File: config.mk
export PLATFORM = sky130hd
export DESIGN_NAME = serial_port
export DESIGN_NICKNAME = d
export VERILOG_FILES = /design/src/core/serial_pkg.sv /design/src/core/char_fifo.sv /design/src/core/serial_port.sv
export SDC_FILE = /design/constraint.sdc
export NUM_CORES = 1
export LEC_CHECK = 0
export BUFFER_PORTS_ARGS = -buffer_cell sky130_fd_sc_hd__buf_4
export CORE_MARGIN = 5
export CORE_UTILIZATION = 45
export CTS_CLUSTER_SIZE = 14
export DETAILED_ROUTE_END_ITERATION = 6
export HOLD_SLACK_MARGIN = 0.06
export PLACE_DENSITY = 0.68
export SYNTH_ARGS = -nofsm -noshare
export SYNTH_HDL_FRONTEND = slang
export SYNTH_SLANG_ARGS = --single-unit
File: constraint.sdc
create_clock -name clk -period 3.4 [get_ports clk]
set_input_delay 0.17 -clock clk [delete_from_list [all_inputs] [get_ports clk]]
set_output_delay 0.17 -clock clk [all_outputs]
set_load 0.02 [all_outputs]
File: src/core/serial_pkg.sv
package serial_pkg;

    // ==========================================================
    // Oversampling
    localparam int unsigned OVS_TICKS   = 16;
    localparam logic [3:0]  RT_LAST     = 4'hf;
    localparam logic [3:0]  RT_SMP_A    = 4'h7;
    localparam logic [3:0]  RT_SMP_B    = 4'h8;
    localparam logic [3:0]  RT_SMP_C    = 4'h9;
    localparam logic [3:0]  RT_LATE     = 4'h8;

    // ==========================================================
    // Frame layout
    localparam logic [3:0]  STOP_IDX8   = 4'h9;
    localparam logic [3:0]  STOP_IDX9   = 4'ha;
    localparam int unsigned STOP_START8 = 9 * OVS_TICKS + 7;
    localparam int unsigned STOP_START9 = 10 * OVS_TICKS + 7;

    // ==========================================================
    // Widths, depths, reset values
    localparam int unsigned DIV_W       = 16;
    localparam int unsigned DATA_W      = 9;
    localparam int unsigned RX_WORD_W   = 11;
    localparam int unsigned NOISE_POS   = 9;
    localparam int unsigned FRAME_POS   = 10;
    localparam int unsigned FIFO_DEPTH  = 8;
    localparam logic [15:0] DIV_RST     = 16'h0000;
    localparam logic [3:0]  CNT_RST     = 4'h0;
    localparam logic [7:0]  ELAPSED_RST = 8'h00;

    typedef enum {RX_IDLE, RX_BUSY} rx_state_t;
    typedef enum {TX_IDLE, TX_SHIFT} tx_state_t;

endpackage

File: src/core/char_fifo.sv
`timescale 1ns/100ps
module char_fifo #(
    parameter int unsigned WIDTH = 11,
    parameter int unsigned DEPTH = 8
) (
    // Clock and reset
    input  wire logic             clk,
    input  wire logic             nrst,
    // Fill side
    input  wire logic [WIDTH-1:0] in_data,
    input  wire logic             in_valid,
    output logic                  in_ready,
    // Drain side
    output logic      [WIDTH-1:0] out_data,
    output logic                  out_valid,
    input  wire logic             out_ready
);
    localparam int unsigned AW = $clog2(DEPTH);

    logic [WIDTH-1:0] mem [DEPTH];
    logic [AW:0]      wr_ff;
    logic [AW:0]      rd_ff;

    assign in_ready  = !((wr_ff[AW] != rd_ff[AW]) && (wr_ff[AW-1:0] == rd_ff[AW-1:0]));
    assign out_valid = (wr_ff != rd_ff);
    assign out_data  = mem[rd_ff[AW-1:0]];

    // ==========================================================
    // Storage and pointers
    always_ff @(posedge clk) begin
        if (in_valid && in_ready) begin
            mem[wr_ff[AW-1:0]] <= in_data;
        end
    end

    always_ff @(posedge clk or negedge nrst) begin
        if (!nrst) begin
            wr_ff <= '0;
        end else if (in_valid && in_ready) begin
            wr_ff <= wr_ff + (AW+1)'(1);
        end
    end

    always_ff @(posedge clk or negedge nrst) begin
        if (!nrst) begin
            rd_ff <= '0;
        end else if (out_valid && out_ready) begin
            rd_ff <= rd_ff + (AW+1)'(1);
        end
    end

endmodule // char_fifo

File: src/core/serial_port.sv
`timescale 1ns/100ps
module serial_port (
    // Clock and reset
    input  wire logic                        clk,
    input  wire logic                        nrst,
    // Configuration
    input  wire logic                        tx_en,
    input  wire logic                        rx_en,
    input  wire logic                        nine_bit,
    input  wire logic [serial_pkg::DIV_W-1:0] baud_div,
    // Pins
    output logic                             tx_out,
    output logic                             tx_oe,
    input  wire logic                        rx_pin,
    // Transmit stream
    input  wire logic [serial_pkg::DATA_W-1:0] tx_data,
    input  wire logic                        tx_valid,
    output logic                             tx_ready,
    // Receive stream
    output logic [serial_pkg::DATA_W-1:0]    rx_data,
    output logic                             rx_noise,
    output logic                             rx_frame_err,
    output logic                             rx_valid,
    input  wire logic                        rx_ready,
    // Status
    output logic                             rx_overrun,
    output logic                             rx_line_idle,
    output logic                             tx_busy
);
    import serial_pkg::*;

    logic [DIV_W-1:0]     div_ff;
    logic                 tick;
    tx_state_t            tx_state_ff;
    logic [3:0]           tx_rt_ff;
    logic [3:0]           tx_bit_ff;
    logic [10:0]          tx_shift_ff;
    logic                 tx_out_ff;
    logic                 tx_oe_ff;
    logic [3:0]           tx_last;
    logic                 rx_s1_ff;
    logic                 rx_s2_ff;
    logic                 prev_ff;
    rx_state_t            rx_state_ff;
    logic [3:0]           rt_ff;
    logic [3:0]           bit_ff;
    logic [1:0]           smp_ff;
    logic [DATA_W-1:0]    data_ff;
    logic                 noise_acc_ff;
    logic                 push_ff;
    logic [RX_WORD_W-1:0] push_word_ff;
    logic                 push_ready;
    logic                 overrun_ff;
    logic                 idle_ff;
    logic [RX_WORD_W-1:0] pop_word;
    logic [2:0]           cur_smp;
    logic [3:0]           stop_idx;
    logic                 fall;
    logic                 eval;
    logic [7:0]           elapsed_ff;
    logic                 resynced_ff;

    function automatic logic maj3(input logic [2:0] s);
        maj3 = (s[0] & s[1]) | (s[0] & s[2]) | (s[1] & s[2]);
    endfunction

    function automatic logic mixed3(input logic [2:0] s);
        mixed3 = (s != 3'h0) && (s != 3'h7);
    endfunction

    // ==========================================================
    // Oversampling tick
    assign tick = (div_ff == DIV_RST);

    always_ff @(posedge clk or negedge nrst) begin
        if (!nrst) begin
            div_ff <= DIV_RST;
        end else if (tick) begin
            div_ff <= baud_div - DIV_W'(1);
        end else begin
            div_ff <= div_ff - DIV_W'(1);
        end
    end

    // ==========================================================
    // Transmitter
    assign tx_last  = nine_bit ? STOP_IDX9 : STOP_IDX8;
    assign tx_ready = tx_en && (tx_state_ff == TX_IDLE);
    assign tx_out   = tx_out_ff;
    assign tx_oe    = tx_oe_ff;
    assign tx_busy  = (tx_state_ff == TX_SHIFT);

    always_ff @(posedge clk or negedge nrst) begin
        if (!nrst) begin
            tx_oe_ff <= 1'b0;
        end else begin
            tx_oe_ff <= tx_en;
        end
    end

    always_ff @(posedge clk or negedge nrst) begin
        if (!nrst) begin
            tx_state_ff <= TX_IDLE;
            tx_rt_ff    <= CNT_RST;
            tx_bit_ff   <= CNT_RST;
            tx_shift_ff <= '1;
            tx_out_ff   <= 1'b1;
        end else if (!tx_en) begin
            tx_state_ff <= TX_IDLE;
            tx_out_ff   <= 1'b1;
        end else begin
            unique case (tx_state_ff)
                TX_IDLE: begin
                    tx_out_ff <= 1'b1;
                    if (tx_valid) begin
                        tx_state_ff <= TX_SHIFT;
                        tx_rt_ff    <= CNT_RST;
                        tx_bit_ff   <= CNT_RST;
                        tx_shift_ff <= nine_bit ? {1'b1, tx_data, 1'b0} : {2'b11, tx_data[7:0], 1'b0};
                        tx_out_ff   <= 1'b0;
                    end
                end
                TX_SHIFT: begin
                    if (tick) begin
                        tx_rt_ff <= tx_rt_ff + 4'h1;
                        if (tx_rt_ff == RT_LAST) begin
                            if (tx_bit_ff == tx_last) begin
                                tx_state_ff <= TX_IDLE;
                                tx_out_ff   <= 1'b1;
                            end else begin
                                tx_shift_ff <= {1'b1, tx_shift_ff[10:1]};
                                tx_out_ff   <= tx_shift_ff[1];
                                tx_bit_ff   <= tx_bit_ff + 4'h1;
                            end
                        end
                    end
                end
            endcase
        end
    end

    // ==========================================================
    // Receive pin synchroniser
    always_ff @(posedge clk or negedge nrst) begin
        if (!nrst) begin
            rx_s1_ff <= 1'b1;
            rx_s2_ff <= 1'b1;
        end else begin
            rx_s1_ff <= rx_pin;
            rx_s2_ff <= rx_s1_ff;
        end
    end

    // ==========================================================
    // Receiver
    assign cur_smp  = {smp_ff, rx_s2_ff};
    assign stop_idx = nine_bit ? STOP_IDX9 : STOP_IDX8;
    assign fall     = prev_ff && !rx_s2_ff;
    assign eval     = tick && (rx_state_ff == RX_BUSY) && (rt_ff == RT_SMP_C);

    always_ff @(posedge clk or negedge nrst) begin
        if (!nrst) begin
            prev_ff <= 1'b1;
        end else if (!rx_en) begin
            prev_ff <= 1'b1;
        end else if (tick) begin
            prev_ff <= rx_s2_ff;
        end
    end

    always_ff @(posedge clk or negedge nrst) begin
        if (!nrst) begin
            rx_state_ff  <= RX_IDLE;
            rt_ff        <= CNT_RST;
            bit_ff       <= CNT_RST;
            smp_ff       <= 2'h3;
            data_ff      <= '0;
            noise_acc_ff <= 1'b0;
            push_ff      <= 1'b0;
            push_word_ff <= '0;
        end else begin
            push_ff <= 1'b0;
            if (!rx_en) begin
                rx_state_ff <= RX_IDLE;
            end else if (tick) begin
                unique case (rx_state_ff)
                    RX_IDLE: begin
                        if (fall) begin
                            rx_state_ff  <= RX_BUSY;
                            rt_ff        <= CNT_RST;
                            bit_ff       <= CNT_RST;
                            data_ff      <= '0;
                            noise_acc_ff <= 1'b0;
                        end
                    end
                    RX_BUSY: begin
                        if (rt_ff == RT_SMP_A || rt_ff == RT_SMP_B) begin
                            smp_ff <= cur_smp[1:0];
                        end
                        if (rt_ff == RT_SMP_C) begin
                            if (bit_ff == CNT_RST) begin
                                if (maj3(cur_smp)) begin
                                    rx_state_ff <= RX_IDLE;
                                end
                            end else if (bit_ff == stop_idx) begin
                                push_ff      <= 1'b1;
                                push_word_ff <= {!maj3(cur_smp), noise_acc_ff | mixed3(cur_smp), data_ff};
                                rx_state_ff  <= RX_IDLE;
                            end else begin
                                data_ff[bit_ff - 4'h1] <= maj3(cur_smp);
                                noise_acc_ff           <= noise_acc_ff | mixed3(cur_smp);
                            end
                        end
                        if (rt_ff != RT_SMP_C && fall && bit_ff != CNT_RST) begin
                            rt_ff <= CNT_RST;
                            if (rt_ff >= RT_LATE) begin
                                bit_ff <= bit_ff + 4'h1;
                            end
                        end else begin
                            rt_ff <= rt_ff + 4'h1;
                            if (rt_ff == RT_LAST) begin
                                bit_ff <= bit_ff + 4'h1;
                            end
                        end
                    end
                endcase
            end
        end
    end

    always_ff @(posedge clk or negedge nrst) begin
        if (!nrst) begin
            idle_ff <= 1'b0;
        end else begin
            idle_ff <= rx_en && rx_s2_ff && (rx_state_ff == RX_IDLE);
        end
    end

    always_ff @(posedge clk or negedge nrst) begin
        if (!nrst) begin
            overrun_ff <= 1'b0;
        end else begin
            overrun_ff <= push_ff && !push_ready;
        end
    end

    assign rx_line_idle = idle_ff;
    assign rx_overrun   = overrun_ff;

    // ==========================================================
    // Receive buffer
    char_fifo #(
        .WIDTH (RX_WORD_W),
        .DEPTH (FIFO_DEPTH)
    ) u_rx_fifo (
        .clk       (clk),
        .nrst      (nrst),
        .in_data   (push_word_ff),
        .in_valid  (push_ff),
        .in_ready  (push_ready),
        .out_data  (pop_word),
        .out_valid (rx_valid),
        .out_ready (rx_ready)
    );

    assign rx_data      = pop_word[DATA_W-1:0];
    assign rx_noise     = pop_word[NOISE_POS];
    assign rx_frame_err = pop_word[FRAME_POS];

    // ==========================================================
    // Checks
    always_ff @(posedge clk or negedge nrst) begin
        if (!nrst) begin
            elapsed_ff  <= ELAPSED_RST;
            resynced_ff <= 1'b0;
        end else if (tick && rx_state_ff == RX_IDLE) begin
            elapsed_ff  <= ELAPSED_RST;
            resynced_ff <= 1'b0;
        end else if (tick) begin
            elapsed_ff  <= elapsed_ff + 8'h01;
            resynced_ff <= resynced_ff | (fall && bit_ff != CNT_RST && rt_ff != RT_SMP_C);
        end
    end

    property p_tx_idle_high;
        @(posedge clk) disable iff (!nrst)
        (tx_en && tx_state_ff == TX_IDLE && !tx_valid) |=> tx_out;
    endproperty
    a_tx_idle_high: assert property (p_tx_idle_high) else $error("tx pin not high while idle");

    property p_tx_release;
        @(posedge clk) disable iff (!nrst)
        !tx_en |=> !tx_oe;
    endproperty
    a_tx_release: assert property (p_tx_release) else $error("tx pin driven while disabled");

    property p_line_idle;
        @(posedge clk) disable iff (!nrst)
        (rx_en && rx_s2_ff && rx_state_ff == RX_IDLE) |=> rx_line_idle;
    endproperty
    a_line_idle: assert property (p_line_idle) else $error("idle line not reported");

    property p_rx_ignored;
        @(posedge clk) disable iff (!nrst)
        !rx_en |=> (rx_state_ff == RX_IDLE) && !push_ff;
    endproperty
    a_rx_ignored: assert property (p_rx_ignored) else $error("disabled receiver reacted to pin");

    property p_noise;
        @(posedge clk) disable iff (!nrst)
        (eval && bit_ff == stop_idx && mixed3(cur_smp)) |=> push_ff && push_word_ff[NOISE_POS];
    endproperty
    a_noise: assert property (p_noise) else $error("mixed stop samples not flagged as noise");

    property p_framing;
        @(posedge clk) disable iff (!nrst)
        (eval && bit_ff == stop_idx) |=> push_word_ff[FRAME_POS] == !maj3($past(cur_smp));
    endproperty
    a_framing: assert property (p_framing) else $error("framing flag disagrees with stop majority");

    property p_resync;
        @(posedge clk) disable iff (!nrst)
        (tick && rx_en && rx_state_ff == RX_BUSY && fall && bit_ff != CNT_RST && rt_ff != RT_SMP_C)
            |=> rt_ff == CNT_RST;
    endproperty
    a_resync: assert property (p_resync) else $error("tick counter not realigned on edge");

    property p_stop_time;
        @(posedge clk) disable iff (!nrst)
        (tick && rx_state_ff == RX_BUSY && bit_ff == stop_idx && rt_ff == RT_SMP_A && !resynced_ff)
            |-> elapsed_ff == (nine_bit ? 8'(STOP_START9) : 8'(STOP_START8));
    endproperty
    a_stop_time: assert property (p_stop_time) else $error("stop sampling at wrong tick");

    property p_start;
        @(posedge clk) disable iff (!nrst)
        (tick && rx_en && rx_state_ff == RX_IDLE && fall) |=> rx_state_ff == RX_BUSY;
    endproperty
    a_start: assert property (p_start) else $error("start edge not taken");

    property p_cov_good;
        @(posedge clk) disable iff (!nrst)
        push_ff && !push_word_ff[NOISE_POS] && !push_word_ff[FRAME_POS];
    endproperty
    c_cov_good: cover property (p_cov_good);

    property p_cov_frame;
        @(posedge clk) disable iff (!nrst)
        push_ff && push_word_ff[FRAME_POS];
    endproperty
    c_cov_frame: cover property (p_cov_frame);

    property p_cov_overrun;
        @(posedge clk) disable iff (!nrst)
        overrun_ff;
    endproperty
    c_cov_overrun: cover property (p_cov_overrun);

endmodule // serial_port
==> impl_results.md <==
* Core Util, Final at 53.7%
* Worst Path Required at 3.76 ns
* WP data arrival at 3.10 ns
* CTS tree: yes
* Clock sinks at 170
* Cell Area, Synth at 7770 um2
* Area contributors post-synth: edfxtp_1, dfrtp_1, mux4_2
* Via/cell ratio at 5.53
* Vias at 4902
* Final setup viols at 0
* Synth Register Bits at 170
* Crit path kind: reg -> reg
* Dpl hpwl at 9690 um
* Status: finished clean
* Initial antenna violation count at 0
* Number of H-tree levels at 4
* Slew margin rel. at 30.6%
* Main synth FF type: edfxtp_1
* Crit. End Element: flop
* Tightest hold margin at 0.0970 ns
* FP Rows at 48
* FFs w/ async S/R, synth at 48.2%
* CP cell instances: nor4_4, nand2_1, nor2_4, buf_4, a211oi_1, a311oi_1, dlygate4sd3_1
* Root Driver: clkbuf_16
* Fin. max-slew vios at 0
* Number of flops mapped to enable cells by yosys at 88
* Mapped Cells at 572
* CTS resizes at 0
* Max VDD drop at 0.342 mV
* Later-pin clock latency in the skew report at 0.42 ns
* Chip Width at 141 um
* Synthesized area per cell at 13.6 um2
* CP Max Fanout at 19
* Final worst path period share at 80.7%
* Critical Path Slowest Stage Cell: dlygate4sd3_1
* Layout Skew at 0.00694 ns
* Final Hold Vio Count at 0
* Largest net degree at the start of global routing at 83
* Die area at 20000 um2
* Max incr delay on CP at 0.59 ns
* Synthesis warning total at 0
* Final Instance Area at 9190 um2
* Layout cells sized above 1 at 26.6%
* Longest Clk Path Bufs at 2
* N_diodes at 0
* Syn nets at 618
* Most common cell after layout, fill and taps aside: edfxtp_1
* Max cap viols at 0
* Drt total wl at 15000 um
* RSZ-0062 raised after global routing: no
* GP Congestion at 0.837
* Total power at 4.36 mW
* Vias in the first global route at 4959
* DR iter-0 viols at 247
* Synth-to-Final Area Change at 18.2%
* Starting Density at 45.4%
* Sequential area share after synthesis at 60.7%
* Yosys top cell area share at 34.0%
* Die Y at 141 um
* Largest area contributor in the netlist: edfxtp_1
* Startpoint types: flop
* I/O pins at 51
* Clock Pin Slew Worst Setup and Hold Paths at 0.07 ns
* WL/cell at 16.9 um
* Core area at 17100 um2
* Placed cell areas at 8400 um2
* Minimum clock period at 2.74 ns
* Most frequent cells in the layout: edfxtp_1, dfrtp_1, buf_4
* Grt total ovfl at 0
* Leak pwr at 3.27 nW
* Tot GR Track Use at 15.7%
* Post-CTS Setup Bufs at 0
* # port buffers at 50
* FMAX at 0.365 GHz
* Fin nets at 695
* Detailed-route DRC error count at 0
* Slew @ Worst Pin at 1.04 ns
* Synth cell types at 70
* First-pass GRT wire length at 25000 um
* PD cells at 474 nW/um2
* Drt pass-1 iters at 5
* Remaining antenna violation count at 0
* Post-Route Setup TNS at 0 ns
* Total CTS buffers at 17
* Worst min path class: in -> reg
layout make-up:
cell class	count	area (um2)
clock buffers	17	425
repair buffers	81	656
flip-flops and latches	170	4710
multi-input cells	364	2880
inverters	15	56.3
well taps	225	282
fillers	1429	7930
clock inverters	15	173
registers in the layout, summed over array words and instances, names as in the netlist, 2 cells and up:
signal           count
div_ff              16
rt_ff                4
tx_bit_ff            4
u_rx_fifo.wr_ff      4
data_ff              9
tx_rt_ff             4
tx_shift_ff          9
push_word_ff        11
bit_ff               4
u_rx_fifo.mem       88
u_rx_fifo.rd_ff      4
smp_ff               2
final timing paths:
kind / depth (start not counted) / to / slack (ns) / from
setup / recovery: 7 / div_ff[13] / 0.66 / div_ff[8]
max in group asynchronous: 2 / data_ff[5] / 2.26 / nrst
min in group asynchronous: 2 / tx_bit_ff[0] / 0.45 / nrst
hold reg to reg: 0 / rx_s2_ff / 0.36 / rx_s1_ff
hold / removal: 3 / tx_shift_ff[9] / 0.1 / nine_bit
setup reg to reg: 7 / div_ff[13] / 0.66 / div_ff[8]
cells in the mapped netlist, types with 3 or more instances:
master	instances
nor2_1	34
mux2_2	24
nand4_1	6
nand3_1	12
o31ai_1	4
nand2_1	51
ha_1	13
or3_1	3
nor3b_1	3
nor3_1	9
mux4_2	22
dfstp_2	15
xor2_1	10
nor2b_1	6
and3_1	4
nand2b_1	7
mux2i_1	10
inv_1	15
xnor2_1	15
o21ai_1	5
a22o_1	3
o21ai_0	23
clkbuf_1	10
a221o_1	8
dfrtp_1	67
nand3b_1	7
a31oi_1	4
edfxtp_1	88
a21o_1	3
a21oi_1	31
buf_2	7
per-layer routing:
metal | share of wire [%] | routed length (um) | vias to the layer above | GRT usage [%]
li1 | - | - | 2299 | -
met1 | 43 | 6420 | 2476 | 19.8
met2 | 52 | 7730 | 105 | 27.0
met3 | 3.9 | 585 | 22 | 3.64
met4 | 1.5 | 231 | 0 | 5.10
met5 | 0 | 0 | - | 0
timing repair:
item,CTS,global route
setup endpoints to repair,0,0
hold endpoints to repair,89,0
hold buffers,19,0
stage by stage:
| step | cells | setup WS (ns) |
|---|---|---|
| final | 887 | 0.658 |
| after global routing | 887 | 0.464 |
| after CTS | 887 | 0.668 |
| after detailed placement | 836 | 0.963 |
| after global placement | 836 | 1.07 |
| after floorplan | 572 | 0.970 |
logic make-up (layout without fill, tap and decap cells):
| family | count (synthesis) | in the layout | share of synthesized area [%] |
|---|---|---|---|
| AO/OA/AOI/OAI | 104 | 104 | 9.18 |
| XOR/XNOR | 25 | 25 | 2.82 |
| adder cells (fa/ha/maj) | 14 | 14 | 2.22 |
| buffers and inverters | 38 | 128 | 2.24 |
| flip-flops | 170 | 170 | 60.7 |
| multiplexers | 56 | 56 | 11.1 |
| AND/OR/NAND/NOR | 165 | 165 | 11.8 |
critical path, delay by kind of cell, from the launching register on:
kind / cells / cell delay (ns)
flip-flops: 1 / 0.47
buffers and inverters: 2 / 0.89
AND/OR/NAND/NOR: 3 / 1.02
AO/OA/AOI/OAI: 2 / 0.29
power breakdown:
part / total (mW) / switching [mW] / internal, mW
clock: 1.94 / 0.885 / 1.05
combinational: 0.175 / 0.0891 / 0.0857
sequential: 2.24 / 0.0370 / 2.21
total: 4.36 / 1.01 / 3.35
Note: power is estimated with default switching activity, not from simulation.
